`config.mk`:
```
export PLATFORM = sky130hd
export DESIGN_NAME = arith_opcode_decoder
export DESIGN_NICKNAME = d
export VERILOG_FILES = /design/src/logic/arith_decode_pkg.sv /design/src/logic/arith_cost_lookup.sv /design/src/logic/arith_opcode_decoder.sv
export SDC_FILE = /design/constraint.sdc
export NUM_CORES = 1
export LEC_CHECK = 0
export BUFFER_PORTS_ARGS = -buffer_cell sky130_fd_sc_hd__buf_2
export CORE_ASPECT_RATIO = 1.75
export CORE_MARGIN = 5
export CORE_UTILIZATION = 46
export CTS_CLUSTER_DIAMETER = 60
export DETAILED_ROUTE_END_ITERATION = 10
export PLACE_DENSITY = 0.66
export SLEW_MARGIN = 20
export SYNTH_ARGS = -nofsm -noshare
export SYNTH_HDL_FRONTEND = slang
export SYNTH_HIERARCHICAL = 1
export SYNTH_SLANG_ARGS = --single-unit
```
`constraint.sdc`:
```
create_clock -name i_clock -period 3.1 [get_ports i_clock]
set_input_delay 0.155 -clock i_clock [delete_from_list [all_inputs] [get_ports i_clock]]
set_output_delay 0.155 -clock i_clock [all_outputs]
set_load 0.05 [all_outputs]
```
`src/logic/arith_decode_pkg.sv`:
```
// shared types and constants of the arithmetic opcode decoder
package arith_decode_pkg;

   // ****************************************************************
   // opcode encodings
   // ****************************************************************
   localparam logic [7:0] opc_unpacked_bcd_sum_adjust = 8'h37;
   localparam logic [7:0] opc_packed_bcd_sum_adjust = 8'h27;
   localparam logic [7:0] opc_unpacked_bcd_difference_adjust = 8'h3f;
   localparam logic [7:0] opc_packed_bcd_difference_adjust = 8'h2f;
   localparam logic [2:0] fld_sum = 3'h0;
   localparam logic [2:0] fld_sum_carry = 3'h2;
   localparam logic [2:0] fld_borrow = 3'h3;
   localparam logic [2:0] fld_difference = 3'h5;
   localparam logic [2:0] fld_sign_change = 3'h3;
   localparam logic [2:0] fld_product = 3'h4;
   localparam logic [1:0] mod_register = 2'h3;
   localparam logic [1:0] mod_disp8 = 2'h1;
   localparam logic [1:0] mod_disp16 = 2'h2;
   localparam logic [1:0] mod_direct = 2'h0;
   localparam logic [2:0] rm_direct = 3'h6;

   // ****************************************************************
   // cycle budgets
   // ****************************************************************
   localparam logic [5:0] cyc_prefix = 6'd2;
   localparam logic [5:0] cyc_rm_reg = 6'd3;
   localparam logic [5:0] cyc_rm_mem = 6'd10;
   localparam logic [5:0] cyc_imm_reg = 6'd4;
   localparam logic [5:0] cyc_imm_mem = 6'd16;
   localparam logic [5:0] cyc_acc_byte = 6'd3;
   localparam logic [5:0] cyc_acc_word = 6'd4;
   localparam logic [5:0] cyc_unpacked_sum_adj = 6'd8;
   localparam logic [5:0] cyc_packed_adj = 6'd4;
   localparam logic [5:0] cyc_unpacked_diff_adj = 6'd7;
   localparam logic [5:0] cyc_prod_reg_byte_min = 6'd26;
   localparam logic [5:0] cyc_prod_reg_byte_max = 6'd28;
   localparam logic [5:0] cyc_prod_reg_word_min = 6'd35;
   localparam logic [5:0] cyc_prod_reg_word_max = 6'd37;
   localparam logic [5:0] cyc_prod_mem_byte_min = 6'd32;
   localparam logic [5:0] cyc_prod_mem_byte_max = 6'd34;
   localparam logic [5:0] cyc_prod_mem_word_min = 6'd41;
   localparam logic [5:0] cyc_prod_mem_word_max = 6'd43;
   localparam logic [5:0] cyc_narrow_per_xfer = 6'd4;

   // ****************************************************************
   // types
   // ****************************************************************
   typedef enum logic [3:0] {
      op_unsupported = 4'h0,
      op_sum = 4'h1,
      op_sum_carry = 4'h2,
      op_difference = 4'h3,
      difference_with_borrow_op = 4'h4,
      sign_change_op = 4'h5,
      unsigned_product_op = 4'h6,
      unpacked_bcd_sum_adjust = 4'h7,
      packed_bcd_sum_adjust = 4'h8,
      unpacked_bcd_difference_adjust = 4'h9,
      packed_bcd_difference_adjust = 4'ha,
      op_segment_prefix = 4'hb
   } op_t;

   typedef enum logic [2:0] {
      form_single = 3'h0,
      form_rm_reg = 3'h1,
      form_imm_rm = 3'h2,
      form_imm_acc = 3'h3,
      form_unary_rm = 3'h4
   } form_t;

   // segment codes: extra, code, stack, data
   typedef enum logic [1:0] {
      extra_segment_prefix = 2'h0,
      code_segment_prefix = 2'h1,
      stack_segment_prefix = 2'h2,
      data_segment_prefix = 2'h3
   } seg_t;

   typedef struct packed {
      op_t op;
      form_t form;
      logic wide;
      logic dir;
      logic sign;
      logic [1:0] mode;
      logic [2:0] reg_fld;
      logic [2:0] rm;
      logic mem;
      logic seg_valid;
      seg_t seg;
      logic [15:0] disp;
      logic [15:0] imm;
      logic [5:0] cyc_min;
      logic [5:0] cyc_max;
   } dec_t;

   typedef enum logic [2:0] {
      st_opcode = 3'b000,
      st_modrm = 3'b001,
      st_disp_lo = 3'b011,
      st_disp_hi = 3'b010,
      st_imm_lo = 3'b110,
      st_imm_hi = 3'b111,
      st_cost = 3'b101,
      st_emit = 3'b100
   } state_t;

endpackage

```
`src/logic/arith_cost_lookup.sv`:
```
// cycle budget table for one decoded arithmetic operation
`timescale 1ns/1ps
module arith_cost_lookup
   import arith_decode_pkg::*;
(
   // decoded operation
   input wire arith_decode_pkg::op_t i_op,
   input wire arith_decode_pkg::form_t i_form,
   input wire logic i_wide,
   input wire logic i_dir,
   input wire logic i_mem,
   // bus variant
   input wire logic i_narrow_bus,
   // budget
   output logic [5:0] o_cyc_min,
   output logic [5:0] o_cyc_max
);
   import arith_decode_pkg::*;

   logic [5:0] base_min;
   logic [5:0] base_max;
   logic [1:0] xfers;
   logic [5:0] extra;

   always_comb
   begin
      base_min = 6'h00;
      xfers = 2'h0;
      unique case (i_op)
         op_segment_prefix: base_min = cyc_prefix;
         unpacked_bcd_sum_adjust: base_min = cyc_unpacked_sum_adj;
         packed_bcd_sum_adjust: base_min = cyc_packed_adj;
         unpacked_bcd_difference_adjust:
            base_min = cyc_unpacked_diff_adj;
         packed_bcd_difference_adjust: base_min = cyc_packed_adj;
         unsigned_product_op:
         begin
            unique case ({i_mem, i_wide})
               2'b00: base_min = cyc_prod_reg_byte_min;
               2'b01: base_min = cyc_prod_reg_word_min;
               2'b10: base_min = cyc_prod_mem_byte_min;
               default: base_min = cyc_prod_mem_word_min;
            endcase
            xfers = 2'h1;
         end
         op_unsupported: base_min = 6'h00;
         default:
         begin
            unique case (i_form)
               form_imm_acc:
                  base_min = i_wide ? cyc_acc_word : cyc_acc_byte;
               form_imm_rm:
                  base_min = i_mem ? cyc_imm_mem : cyc_imm_reg;
               default:
                  base_min = i_mem ? cyc_rm_mem : cyc_rm_reg;
            endcase
            // read-modify-write costs two transfers, a load only one
            if (i_form == form_rm_reg && i_dir)
               xfers = 2'h1;
            else if (i_form != form_imm_acc)
               xfers = 2'h2;
         end
      endcase
   end

   always_comb
   begin
      base_max = base_min;
      if (i_op == unsigned_product_op)
      begin
         unique case ({i_mem, i_wide})
            2'b00: base_max = cyc_prod_reg_byte_max;
            2'b01: base_max = cyc_prod_reg_word_max;
            2'b10: base_max = cyc_prod_mem_byte_max;
            default: base_max = cyc_prod_mem_word_max;
         endcase
      end
   end

   // word memory operands on the narrow bus pay per transfer
   always_comb
   begin
      extra = 6'h00;
      if (i_narrow_bus && i_mem && i_wide)
         extra = (xfers == 2'h2) ? 6'(2 * cyc_narrow_per_xfer)
               : (xfers == 2'h1) ? cyc_narrow_per_xfer : 6'h00;
   end

   assign o_cyc_min = 6'(base_min + extra);
   assign o_cyc_max = 6'(base_max + extra);

endmodule

```
`src/logic/arith_opcode_decoder.sv`:
```
// byte-serial decoder for segment prefixes and integer arithmetic opcodes
`timescale 1ns/1ps

module arith_opcode_decoder
   import arith_decode_pkg::*;
(
   // clock and reset
   input wire logic i_clock,
   input wire logic i_nrst,
   // configuration
   input wire logic i_narrow_bus,
   // opcode bytes from the prefetch queue
   input wire logic [7:0] i_byte,
   input wire logic i_byte_valid,
   output logic o_byte_ready,
   // decoded operation to the execution unit
   output arith_decode_pkg::dec_t o_dec,
   output logic o_dec_valid,
   input wire logic i_dec_ready,
   output logic o_dec_unsupported
);
   import arith_decode_pkg::*;

   typedef struct packed {
      state_t st;
      logic pend_valid;
      seg_t pend_seg;
      logic two_disp;
      logic two_imm;
      logic need_imm;
      dec_t rec;
   } core_t;

   core_t s_q;
   core_t s_d;
   logic take;
   logic [5:0] cost_min;
   logic [5:0] cost_max;

   // ****************************************************************
   // cycle budget
   // ****************************************************************
   arith_cost_lookup u_cost (
      .i_op(s_q.rec.op),
      .i_form(s_q.rec.form),
      .i_wide(s_q.rec.wide),
      .i_dir(s_q.rec.dir),
      .i_mem(s_q.rec.mem),
      .i_narrow_bus(i_narrow_bus),
      .o_cyc_min(cost_min),
      .o_cyc_max(cost_max)
   );

   // ****************************************************************
   // handshakes
   // ****************************************************************
   // no byte is taken while a record waits or its cost is formed
   assign o_byte_ready = (s_q.st != st_emit) && (s_q.st != st_cost);
   assign take = o_byte_ready && i_byte_valid;
   assign o_dec_valid = (s_q.st == st_emit);
   assign o_dec = s_q.rec;
   assign o_dec_unsupported = o_dec_valid && (s_q.rec.op == op_unsupported);

   // ****************************************************************
   // next state
   // ****************************************************************
   always_comb
   begin
      s_d = s_q;
      unique case (s_q.st)
         st_opcode:
         begin
            if (take)
            begin
               s_d.rec = '0;
               s_d.rec.wide = i_byte[0];
               s_d.rec.dir = i_byte[1];
               s_d.rec.seg_valid = s_q.pend_valid;
               s_d.rec.seg = s_q.pend_seg;
               s_d.two_disp = 1'b0;
               s_d.need_imm = 1'b0;
               s_d.two_imm = 1'b0;
               s_d.st = st_modrm;
               unique casez (i_byte)
                  8'b001?_?110:
                  begin
                     // prefix stands alone; it also arms the next record
                     s_d.rec.op = op_segment_prefix;
                     s_d.rec.form = form_single;
                     s_d.rec.wide = 1'b0;
                     s_d.rec.dir = 1'b0;
                     s_d.rec.seg_valid = 1'b1;
                     s_d.rec.seg = seg_t'(i_byte[4:3]);
                     s_d.pend_valid = 1'b1;
                     s_d.pend_seg = seg_t'(i_byte[4:3]);
                     s_d.st = st_cost;
                  end
                  8'b0000_00??:
                  begin
                     s_d.rec.op = op_sum;
                     s_d.rec.form = form_rm_reg;
                  end
                  8'b0001_00??:
                  begin
                     s_d.rec.op = op_sum_carry;
                     s_d.rec.form = form_rm_reg;
                  end
                  8'b0010_10??:
                  begin
                     s_d.rec.op = op_difference;
                     s_d.rec.form = form_rm_reg;
                  end
                  8'b0001_10??:
                  begin
                     s_d.rec.op = difference_with_borrow_op;
                     s_d.rec.form = form_rm_reg;
                  end
                  8'b0000_010?, 8'b0001_010?, 8'b0010_110?, 8'b0001_110?:
                  begin
                     unique case (i_byte[5:3])
                        3'h0: s_d.rec.op = op_sum;
                        3'h2: s_d.rec.op = op_sum_carry;
                        3'h5: s_d.rec.op = op_difference;
                        default:
                           s_d.rec.op = difference_with_borrow_op;
                     endcase
                     s_d.rec.form = form_imm_acc;
                     s_d.rec.dir = 1'b0;
                     s_d.need_imm = 1'b1;
                     s_d.two_imm = i_byte[0];
                     s_d.st = st_imm_lo;
                  end
                  8'b1000_00??:
                  begin
                     s_d.rec.form = form_imm_rm;
                     s_d.rec.sign = i_byte[1];
                     s_d.rec.dir = 1'b0;
                     s_d.need_imm = 1'b1;
                     s_d.two_imm = (i_byte[1:0] == 2'b01);
                  end
                  8'b1111_011?:
                  begin
                     s_d.rec.form = form_unary_rm;
                     s_d.rec.dir = 1'b0;
                  end
                  opc_unpacked_bcd_sum_adjust, opc_packed_bcd_sum_adjust,
                  opc_unpacked_bcd_difference_adjust,
                  opc_packed_bcd_difference_adjust:
                  begin
                     unique case (i_byte[4:3])
                        2'h2: s_d.rec.op = unpacked_bcd_sum_adjust;
                        2'h0: s_d.rec.op = packed_bcd_sum_adjust;
                        2'h3: s_d.rec.op =
                           unpacked_bcd_difference_adjust;
                        default: s_d.rec.op =
                           packed_bcd_difference_adjust;
                     endcase
                     s_d.rec.form = form_single;
                     s_d.rec.wide = 1'b0;
                     s_d.rec.dir = 1'b0;
                     s_d.st = st_cost;
                  end
                  default:
                  begin
                     // foreign opcode: reported alone, no operand bytes
                     s_d.rec.op = op_unsupported;
                     s_d.rec.form = form_single;
                     s_d.st = st_cost;
                  end
               endcase
            end
         end
         st_modrm:
         begin
            if (take)
            begin
               s_d.rec.mode = i_byte[7:6];
               s_d.rec.reg_fld = i_byte[5:3];
               s_d.rec.rm = i_byte[2:0];
               s_d.rec.mem = (i_byte[7:6] != mod_register);
               if (s_q.rec.form == form_imm_rm)
               begin
                  unique case (i_byte[5:3])
                     fld_sum: s_d.rec.op = op_sum;
                     fld_sum_carry: s_d.rec.op = op_sum_carry;
                     fld_difference: s_d.rec.op = op_difference;
                     fld_borrow:
                        s_d.rec.op = difference_with_borrow_op;
                     default: s_d.rec.op = op_unsupported;
                  endcase
               end
               else if (s_q.rec.form == form_unary_rm)
               begin
                  unique case (i_byte[5:3])
                     fld_sign_change: s_d.rec.op = sign_change_op;
                     fld_product: s_d.rec.op = unsigned_product_op;
                     default: s_d.rec.op = op_unsupported;
                  endcase
               end
               s_d.two_disp = (i_byte[7:6] == mod_disp16) ||
                  (i_byte[7:6] == mod_direct && i_byte[2:0] == rm_direct);
               if (i_byte[7:6] == mod_disp8 || s_d.two_disp)
                  s_d.st = st_disp_lo;
               else if (s_q.need_imm)
                  s_d.st = st_imm_lo;
               else
                  s_d.st = st_cost;
            end
         end
         st_disp_lo:
         begin
            if (take)
            begin
               s_d.rec.disp = {{8{i_byte[7]}}, i_byte};
               if (s_q.two_disp)
                  s_d.st = st_disp_hi;
               else
                  s_d.st = s_q.need_imm ? st_imm_lo : st_cost;
            end
         end
         st_disp_hi:
         begin
            if (take)
            begin
               s_d.rec.disp[15:8] = i_byte;
               s_d.st = s_q.need_imm ? st_imm_lo : st_cost;
            end
         end
         st_imm_lo:
         begin
            if (take)
            begin
               s_d.rec.imm = {8'h00, i_byte};
               if (s_q.rec.sign && s_q.rec.wide)
                  s_d.rec.imm[15:8] = {8{i_byte[7]}};
               s_d.st = s_q.two_imm ? st_imm_hi : st_cost;
            end
         end
         st_imm_hi:
         begin
            if (take)
            begin
               s_d.rec.imm[15:8] = i_byte;
               s_d.st = st_cost;
            end
         end
         st_cost:
         begin
            s_d.rec.cyc_min = cost_min;
            s_d.rec.cyc_max = cost_max;
            s_d.st = st_emit;
         end
         st_emit:
         begin
            if (i_dec_ready)
            begin
               // an override lives for exactly one following instruction
               if (s_q.rec.op != op_segment_prefix)
                  s_d.pend_valid = 1'b0;
               s_d.st = st_opcode;
            end
         end
      endcase
   end

   // ****************************************************************
   // state register
   // ****************************************************************
   always_ff @(posedge i_clock)
   begin
      if (!i_nrst)
         s_q <= '0;
      else
         s_q <= s_d;
   end

endmodule

```
==> flow_metrics.tcl, run 1 <==
set metrics [dict create \
    outcome "finished clean" \
    grt_pass1_wl_microns 20100 \
    power.ir.vdd_worst_mv 0.311 \
    fmax_ghz 0.383 \
    detail_route.wl_per_cell_microns 17.4 \
    number_of_antenna_violations_at_the_first_check_in_global_routing 0 \
    place_congestion 0.872 \
    multiInputGateArea_sq_um 2460 \
    seq_area_frac_synth 0.314 \
    synth_edf_count 0 \
    setup.worst_path.start "o_dec[58]" \
    dp_hpwl_microns 9320 \
    areal_power_density_over_the_cells_nw_per_um2 565 \
    die_x_microns 86.0 \
    synth.avg_cell_area_sq_um 7.96 \
    postSynthCellCount 585 \
    die_area_sq_um 12300 \
    dr_wl_met2_microns 6480 \
    fillerInstances 993 \
    setup_tns_ns 0 \
    p_leak_nw 2.00 \
    finalSetupViolations 0 \
    post_route_drc_violation_count 0 \
    via_count_of_the_first_global_routing_pass 4100 \
    synth_area_leader_cell "sky130_fd_sc_hd__dfxtp_1" \
    synth_warnings 6 \
    worstHoldPathType "input port to register" \
    first_pass_iters 5 \
    vias 4132 \
    drt-initial-drc-count 236 \
    syn_nets 613 \
    critical_path_required_ns 3.31 \
    max_slew_margin 0.438 \
    holdCritStartpoint "i_nrst" \
    totalWireLength_microns 12400 \
    grt_remaining_overflow 0 \
    reg2reg_from "o_dec[58]" \
    max_cap_viol_count 0 \
    ioPinCount 82 \
    cts_root_buffer "sky130_fd_sc_hd__clkbuf_16" \
    final_nets 614 \
    dominant_cell_by_count_in_the_synthesized_netlist "sky130_fd_sc_hd__dfxtp_1" \
    share_of_synthesized_registers_carrying_an_async_set_or_reset 0 \
    synth_top_flop_cell "sky130_fd_sc_hd__dfxtp_1" \
    synth_top_cell_area_share 0.314 \
    finalCritPeriodShare 0.842 \
    report.final.slew_viol_count 0 \
    critical_path.endpoint_type "register" \
    layout.area.seq_sq_um 1460 \
    yosys_register_bits 73 \
    cts_tree "done" \
    setup_repair_after_global_routing_missed_its_margin "false" \
    path_class "register to register" \
    initial_utilization 0.470 \
    cts_hold_buffers 0 \
    clock_tree.buffer_depth 2 \
    hold_depth 2 \
    worst_ep_arrival_time_ns 2.82 \
    netlist_top_cells_count "sky130_fd_sc_hd__dfxtp_1, sky130_fd_sc_hd__buf_4, sky130_fd_sc_hd__nor2_1, sky130_fd_sc_hd__a21oi_1, sky130_fd_sc_hd__nand2_1" \
    total_global_routing_track_utilization 0.205 \
    post_cts_buffers 0 \
    hold_viol_final 0 \
    route.top_layer_used "met4" \
    clkLatencyLatePin_ns 0.33 \
    route.antenna.remaining_nets 0 \
    met1_length_microns 4500 \
    cts_made_buffers 9 \
    worst-slew-pin-transition_ns 0.836 \
    critical_path.startpoint_type "register" \
    length_of_routed_met3_wiring_microns 714 \
    syn_to_final_growth_pct 6.40 \
    yosys.cell_types.count 66 \
    cts.clk_slew.worst_paths_ns 0.06 \
    largest_net_degree_at_the_start_of_global_routing 38 \
    synthTopCellsByArea "sky130_fd_sc_hd__dfxtp_1, sky130_fd_sc_hd__buf_4, sky130_fd_sc_hd__a21oi_1" \
    worst_r2r_path_depth 11 \
    vias_per_cell 5.77 \
    critPathMaxFanout 8 \
    period_minus_slack_ns 2.61 \
    numPortBuffers 81 \
    layout-drive-gt1-share 0.215 \
    antenna-diode-count 0 \
    placeableCoreArea_sq_um 9910 \
    syn-cell-area_sq_um 4650 \
    post-layout-total-power_mw 2.80 \
    ctsHtreeMaxLevel 3 \
    cts-resized-gates 0 \
    finalClockSkew_ns 0.00453 \
    number_of_sinks_on_the_clock_net 73 \
    rows 48 \
    die_h_microns 143 \
]
[per-layer routing]
layer,up-vias,GRT usage
met5,-,0
met2,160,0.355
met1,1915,0.216
met4,0,0.141
met3,53,0.0450
li1,2004,-
[power breakdown]
part	total [mW]	internal [mW]	leakage, nW	switching, mW
clock	1.14	0.729	0.159	0.407
combinational	0.632	0.193	1.25	0.439
sequential	1.03	0.970	0.590	0.0592
total	2.80	1.89	2.00	0.905
[stage by stage]
stage                util  cell area [sq um]  setup WS (ns)  std cells  hold slack, ns
finish              0.500               4950          0.490        716           0.156
detailed placement  0.467               4620          0.502        700           0.442
global placement    0.467               4620          0.646        700           0.439
floorplan               -               4650          0.818        585           0.288
global route        0.500               4950          0.282        716           0.167
CTS                 0.500               4950          0.507        716           0.145
[worst max-delay path, cell delays in order, from the launching register on]
cell	delay [ns]
sky130_fd_sc_hd__dfxtp_1	0.48
sky130_fd_sc_hd__inv_1	0.16
sky130_fd_sc_hd__a21oi_2	0.23
sky130_fd_sc_hd__nand2_1	0.09
sky130_fd_sc_hd__a222oi_1	0.50
sky130_fd_sc_hd__o21bai_1	0.21
sky130_fd_sc_hd__ha_1	0.25
sky130_fd_sc_hd__ha_1	0.18
sky130_fd_sc_hd__a21oi_2	0.04
sky130_fd_sc_hd__xnor2_1	0.13
sky130_fd_sc_hd__a22oi_1	0.18
sky130_fd_sc_hd__nor2_1	0.05
[sequential cells by signal, summed over array words and instances, names as in the netlist, named ones only]
| register | cells |
|---|---|
| o_dec | 64 |
| s_q | 7 |
[layout by cell type (no fill, tap or decap), types with 10 or more instances in the layout]
master                      instances
sky130_fd_sc_hd__a22oi_1           22
sky130_fd_sc_hd__nand3_1           28
sky130_fd_sc_hd__a2bb2oi_1         10
sky130_fd_sc_hd__buf_2             81
sky130_fd_sc_hd__nor2_1            61
sky130_fd_sc_hd__dfxtp_1           73
sky130_fd_sc_hd__nor2b_1           15
sky130_fd_sc_hd__ha_1              15
sky130_fd_sc_hd__o21ai_0           18
sky130_fd_sc_hd__nor3_1            13
sky130_fd_sc_hd__nand2_1           44
sky130_fd_sc_hd__a21oi_1           53
sky130_fd_sc_hd__inv_1             12
sky130_fd_sc_hd__buf_4             12
[kinds of logic after synthesis]
group | after synthesis | share of synthesized area
compound gates | 153 | 0.221
xor+xnor | 6 | 0.0113
fa+ha+maj | 15 | 0.0403
buf+inv | 117 | 0.158
flops | 73 | 0.314
mux | 8 | 0.0175
simple gates | 213 | 0.238
[area by class of cell]
class / count / share of cell area
Tap cell: 125 / 0.0316
Clock buffer: 10 / 0.0483
Clock inverter: 6 / 0.0182
Timing Repair Buffer: 93 / 0.100
Sequential cell: 73 / 0.295
Inverter: 14 / 0.0106
Multi-Input combinational cell: 395 / 0.496
[path summary, 6_finish.rpt]
path / end / slack [ns]
min reg2reg: o_dec[34] / 0.45
max reg2reg: o_dec[4] / 0.49
min: o_dec[64] / 0.16
max: o_dec[4] / 0.49
No activity file was read; power rests on OpenSTA's default activity.
==> inputs of run 2 (changes only) <==
--- a/config.mk
+++ b/config.mk
@@ -11,7 +11,7 @@
 export CORE_UTILIZATION = 46
 export CTS_CLUSTER_DIAMETER = 60
 export DETAILED_ROUTE_END_ITERATION = 10
-export PLACE_DENSITY = 0.66
+export PLACE_DENSITY = 0.68
 export SLEW_MARGIN = 20
 export SYNTH_ARGS = -nofsm -noshare
 export SYNTH_HDL_FRONTEND = slang
==> constraint.sdc (replaced) <==
create_clock -name i_clock -period 2.4 [get_ports i_clock]
set_input_delay 0.12 -clock i_clock [delete_from_list [all_inputs] [get_ports i_clock]]
set_output_delay 0.12 -clock i_clock [all_outputs]
set_load 0.05 [all_outputs]
==> run 2 against run 1 <==
  * Via count rose by 2.6%
  * Combinational power rose by 40%
  * Hold slack got worse by 0.061 ns
  * Core utilization rose by 1.5 points
  * Highest routed layer unchanged
==> flow_metrics.tcl, run 2 (same netlist as run 1, synthesis figures left out) <==
set metrics [dict create \
    outcome "finished clean" \
    via_count_of_the_first_global_routing_pass 4183 \
    report.final.slew_viol_count 0 \
    max_slew_margin 0.443 \
    crit_buf_inv 1 \
    setup_repair_after_global_routing_missed_its_margin "true" \
    first_pass_iters 5 \
    path_class "register to register" \
    clock_tree.buffer_depth 2 \
    initial_utilization 0.470 \
    vias_per_cell 5.77 \
    layout.cells.most_common "sky130_fd_sc_hd__buf_2" \
    max_cap_viol_count 0 \
    timing.hold.ws_ns 0.0953 \
    layout-drive-gt1-share 0.257 \
    worstHoldPathType "input port to register" \
    critical_path.slowest_cell "sky130_fd_sc_hd__a222oi_1" \
    seqPwrFrac 0.373 \
    p_leak_nw 2.08 \
    period_minus_slack_ns 2.34 \
    placeableCoreArea_sq_um 9910 \
    critical_path.startpoint_type "register" \
    hold_viol_final 0 \
    critical_path_required_ns 2.61 \
    psw_mw 1.24 \
    holdCritStartpoint "i_nrst" \
    dp.cells 715 \
    cts_made_buffers 9 \
    final_cell_count_no_fill 735 \
    rows 48 \
    setup.worst_path.start "o_dec[61]" \
    cts_tree "done" \
    final_nets 633 \
    place_congestion 0.989 \
    die_h_microns 143 \
    critical_path.top_delay_family "compound AO/OA/AOI/OAI gates" \
    worst-slew-pin-transition_ns 0.832 \
    most-common-layout-cells "sky130_fd_sc_hd__buf_2, sky130_fd_sc_hd__dfxtp_1, sky130_fd_sc_hd__nor2_1, sky130_fd_sc_hd__a21oi_1, sky130_fd_sc_hd__nand2_1" \
    largest_reg_flops 64 \
    largest_net_degree_at_the_start_of_global_routing 60 \
    power.ir.vdd_worst_mv 0.449 \
    vias 4241 \
    worst_r2r_path_depth 11 \
    reg2reg_slack_ns 0.06 \
    critical_path.endpoint_type "register" \
    ioPinCount 82 \
    fillerInstances 1003 \
    die_x_microns 86.0 \
    grt_remaining_overflow 0 \
    dp_hpwl_microns 9420 \
    cp.depth 11 \
    finalSetupViolations 0 \
    cts.clk_slew.worst_paths_ns 0.06 \
    critical_path.reg2reg.endpoint "o_dec[10]" \
    total_global_routing_track_utilization 0.211 \
    internal_power_mw 2.25 \
    numPortBuffers 81 \
    hold_depth 3 \
    cts_root_buffer "sky130_fd_sc_hd__clkbuf_16" \
    syn_to_final_growth_pct 9.52 \
    number_of_sinks_on_the_clock_net 73 \
    areal_power_density_over_the_cells_nw_per_um2 685 \
    route.antenna.remaining_nets 0 \
    reg2reg_from "o_dec[61]" \
    drt-initial-drc-count 308 \
    ctsHtreeMaxLevel 3 \
    share_clk_of_total_power 0.374 \
    post_route_drc_violation_count 0 \
    die_area_sq_um 12300 \
    detail_route.wl_per_cell_microns 17.4 \
    number_of_antenna_violations_at_the_first_check_in_global_routing 0 \
    grt_pass1_wl_microns 20800 \
    p_comb_frac 0.254 \
    antenna-diode-count 0 \
    worst_ep_arrival_time_ns 2.54 \
    cpMostUsedCell "sky130_fd_sc_hd__ha_1" \
    finalCritPeriodShare 0.973 \
    critical_path.endpoint "o_dec[10]" \
    finalClockSkew_ns 0.00725 \
    cts_hold_buffers 0 \
    critPathMaxFanout 4 \
    fmax_ghz 0.428 \
    totalWireLength_microns 12800 \
    power.share.switching 0.356 \
    postLayoutCoreUtil 0.514 \
    worstPathCellList "nand2b_4, a21oi_4, o211ai_1, a222oi_1, buf_4, ha_1, ha_1, a21oi_2, xnor2_1, a22oi_1, nor2_1" \
    timing.critical_path.slowest_cell_delay_ns 0.43 \
    clkLatencyLatePin_ns 0.35 \
]
run 2: cell count changes in the layout (fill, tap and decap cells not counted), sizes merged:
cell / delta
buf: +19
inv: +3
clkinv: -1
clkbuf: -1
bufinv: -2
clkinvlp: +1
run 2: layout make-up:
cell class | instances | area, sq um | share of cell area
Clock inverter | 7 | 61.3 | 0.0120
Tap cell | 125 | 156 | 0.0307
Clock buffer | 9 | 225 | 0.0442
Timing Repair Buffer | 112 | 638 | 0.125
Sequential cell | 73 | 1470 | 0.288
Inverter | 14 | 52.6 | 0.0103
Multi-Input combinational cell | 395 | 2500 | 0.490
run 2: power groups by stage:
stage / sequential, mW / combinational, mW / clock [mW]
2_1_floorplan: 1.32 / 0.670 / 0
3_3_place_gp: 1.32 / 0.845 / 0
3_5_place_dp: 1.33 / 0.855 / 0
4_1_cts: 1.30 / 0.858 / 1.33
5_1_grt: 1.31 / 0.956 / 1.39
6_report: 1.30 / 0.886 / 1.31
run 2: per-stage QoR:
| step | total power [mW] | setup TNS, ns | instance area, sq um | setup slack (ns) |
|---|---|---|---|---|
| floorplan | 1.99 | 0 | 4650 | 0.118 |
| global placement | 2.17 | 0 | 4740 | 0.109 |
| detailed placement | 2.18 | 0 | 4740 | 0.0186 |
| CTS | 3.49 | 0 | 5020 | 0.00127 |
| global route | 3.66 | -0.202 | 5100 | -0.104 |
| finish | 3.49 | 0 | 5100 | 0.0648 |
run 2: how the worst min path moves through the flow:
stage                     end  slack [ns]
floorplan           o_dec[64]        0.25
global route        o_dec[64]        0.09
CTS                 o_dec[64]        0.09
detailed placement  o_dec[64]        0.44
finish              o_dec[46]         0.1
global placement    o_dec[48]        0.44
run 2: repair_timing:
item	in CTS	in global routing
resized for setup	0	13
endpoints found under the setup margin	0	6
endpoints found under the hold margin	0	0
buffers inserted	0	4
run 2: routing by layer:
| metal | wire (microns) | part of all wire | track usage |
|---|---|---|---|
| met1 | 4800 | 0.38 | 0.228 |
| met2 | 6700 | 0.53 | 0.380 |
| met3 | 742 | 0.058 | 0.0491 |
| met4 | 511 | 0.040 | 0.104 |
| met5 | 0 | 0 | 0 |
run 2: worst register-to-register path, cell delays in order, from the launching register on:
cell	delay, ns
sky130_fd_sc_hd__dfxtp_2	0.32
sky130_fd_sc_hd__nand2b_4	0.16
sky130_fd_sc_hd__a21oi_4	0.17
sky130_fd_sc_hd__o211ai_1	0.11
sky130_fd_sc_hd__a222oi_1	0.43
sky130_fd_sc_hd__buf_4	0.20
sky130_fd_sc_hd__ha_1	0.22
sky130_fd_sc_hd__ha_1	0.19
sky130_fd_sc_hd__a21oi_2	0.04
sky130_fd_sc_hd__xnor2_1	0.13
sky130_fd_sc_hd__a22oi_1	0.19
sky130_fd_sc_hd__nor2_1	0.06
==> inputs of run 3 (changes only) <==
--- a/config.mk
+++ b/config.mk
@@ -11,7 +11,7 @@
 export CORE_UTILIZATION = 46
 export CTS_CLUSTER_DIAMETER = 60
 export DETAILED_ROUTE_END_ITERATION = 10
-export PLACE_DENSITY = 0.68
+export PLACE_DENSITY = 0.66
 export SLEW_MARGIN = 20
 export SYNTH_ARGS = -nofsm -noshare
 export SYNTH_HDL_FRONTEND = slang
==> constraint.sdc (replaced) <==
create_clock -name i_clock -period 2.3 [get_ports i_clock]
set_input_delay 0.115 -clock i_clock [delete_from_list [all_inputs] [get_ports i_clock]]
set_output_delay 0.115 -clock i_clock [all_outputs]
set_load 0.1 [all_outputs]
==> run 3 against run 2 <==
  * The run now ends with negative setup slack left
  * Die area did not move
  * Non-clock buffer count rose by 4
  * Critical path depth fell by 1
  * Fmax barely moved
  * Register-to-register slack got worse by 0.10 ns
  * Clock power rose by 3%
  * First-iteration DRC count rose by 0.97%
  * Sequential power rose by 5%
  * Flip-flop and latch count did not move
  * Core utilization rose by 0.73 points
==> flow_metrics.tcl, run 3 (same netlist as run 1, synthesis figures left out) <==
set metrics [dict create \
    outcome "finished with violations" \
    failed_checks "negative setup slack" \
    place_ws_ns -0.0434 \
    timing.critical_path.slowest_cell_delay_ns 0.34 \
    cts.clk_slew.worst_paths_ns 0.06 \
    die_area_sq_um 12300 \
    dp.cells 721 \
    clock_tree.buffer_depth 2 \
    dpl-instance-area_sq_um 4800 \
    rows 48 \
    initial_utilization 0.470 \
    finalSetupViolations 1 \
    dp_hpwl_microns 9700 \
    setup_tns_ns -0.0372 \
    critical_path_required_ns 2.50 \
    critPathMaxFanout 8 \
    post-route-worst-setup-slack_ns -0.0372 \
    cts_tree "done" \
    worst-slew-pin-transition_ns 0.861 \
    number_of_sinks_on_the_clock_net 73 \
    final_nets 637 \
    grt_remaining_overflow 0 \
    max_cap_viol_count 0 \
    timing.hold.ws_ns 0.101 \
    total_global_routing_track_utilization 0.212 \
    detail_route.wl_per_cell_microns 17.7 \
    largest_reg_flops 64 \
    layout.cells.most_common "sky130_fd_sc_hd__buf_2" \
    hold_viol_final 0 \
    totalWireLength_microns 13100 \
    path_class "register to register" \
    clkLatencyLatePin_ns 0.33 \
    postLayoutCoreUtil 0.522 \
    cts_root_buffer "sky130_fd_sc_hd__clkbuf_16" \
    route.antenna.remaining_nets 0 \
    drt-initial-drc-count 311 \
    post_route_drc_violation_count 0 \
    worst_ep_arrival_time_ns 2.53 \
    numPortBuffers 81 \
    finalCritPeriodShare 1.02 \
    fin_area_sq_um 5170 \
    most-common-layout-cells "sky130_fd_sc_hd__buf_2, sky130_fd_sc_hd__dfxtp_1, sky130_fd_sc_hd__nor2_1, sky130_fd_sc_hd__a21oi_1, sky130_fd_sc_hd__nand2_1" \
    final_cell_count_no_fill 737 \
    vias 4257 \
    fillerInstances 990 \
    vias_per_cell 5.78 \
    place_congestion 0.952 \
    cts_made_buffers 9 \
    die_h_microns 143 \
    ctsHtreeMaxLevel 3 \
    report.final.slew_viol_count 0 \
    use_met3 0.0387 \
    max_slew_margin 0.424 \
    number_of_antenna_violations_at_the_first_check_in_global_routing 0 \
    layout-drive-gt1-share 0.271 \
    met1_track_demand_over_resource 0.219 \
    ioPinCount 82 \
    period_minus_slack_ns 2.34 \
    placeableCoreArea_sq_um 9910 \
    setup_repair_after_global_routing_missed_its_margin "true" \
    worstHoldPathType "input port to register" \
    cts_hold_buffers 0 \
    fmax_ghz 0.428 \
    first_pass_iters 7 \
    post-layout-total-power_mw 3.83 \
    largest_net_degree_at_the_start_of_global_routing 67 \
    areal_power_density_over_the_cells_nw_per_um2 740 \
    antenna-diode-count 0 \
    critical_path.endpoint_type "register" \
    power.ir.vdd_worst_mv 0.505 \
    critical_path.startpoint_type "register" \
    grt_most_used_layer "met2" \
    via_count_of_the_first_global_routing_pass 4197 \
    grt.met2_usage 0.386 \
    syn_to_final_growth_pct 11.1 \
    finalClockSkew_ns 0.00488 \
    grt_pass1_wl_microns 20700 \
    worstPathCellList "buf_4, or2_2, a21oi_1, and2_1, xnor2_2, ha_4, a21oi_2, xnor2_1, a22oi_1, nor2_1" \
    critical_path.slowest_cell "sky130_fd_sc_hd__and2_1" \
    p_leak_nw 2.12 \
    die_x_microns 86.0 \
]
-- run 3: final cells by class --
class	count	area [sq um]	share of cell area
inverters	14	55.1	0.0106
repair buffers	116	681	0.132
clock buffers	10	239	0.0462
flip-flops and latches	73	1470	0.284
well taps	125	156	0.0303
clock inverters	4	45.0	0.00871
multi-input cells	395	2530	0.489
-- run 3: repair_timing --
action,4_1_cts,5_1_grt
setup buffers,1,1
setup endpoints to repair,2,6
pin swaps,2,7
resized for setup,0,19
endpoints found under the hold margin,0,0
-- run 3: power by group --
group          internal [mW]  switching (mW)  leakage, nW  total, mW
clock network          0.850           0.503        0.144       1.35
logic                  0.311           0.798         1.39       1.11
registers               1.31          0.0532        0.593       1.36
total                   2.47            1.35         2.12       3.83
-- run 3: final timing paths --
kind | startpoint | end | slack [ns] | cells after the start
worst max-delay path | o_dec[60] | o_dec[4] | -0.04 | 10
worst max register to register | o_dec[60] | o_dec[4] | -0.04 | 10
worst min-delay path | i_nrst | o_dec[64] | 0.10 | 2
worst min register to register | o_dec[42] | o_dec[42] | 0.45 | 2
-- run 3: routing by layer --
metal  wire length [microns]  share of wire  up-vias
met5                       0              0        -
met4                     725          0.055        0
met3                     621          0.047       43
met2                    6890           0.53      160
met1                    4840           0.37     2011
li1                        -              -     2043
-- run 3: critical path, delay by kind of cell, from the launching register on --
kind / cells / cell delay [ns]
AO/OA/AOI/OAI: 3 / 0.53
XOR/XNOR: 2 / 0.33
adder cells (fa/ha/maj): 1 / 0.17
buffers and inverters: 1 / 0.16
flip-flops: 1 / 0.33
AND/OR/NAND/NOR: 3 / 0.68
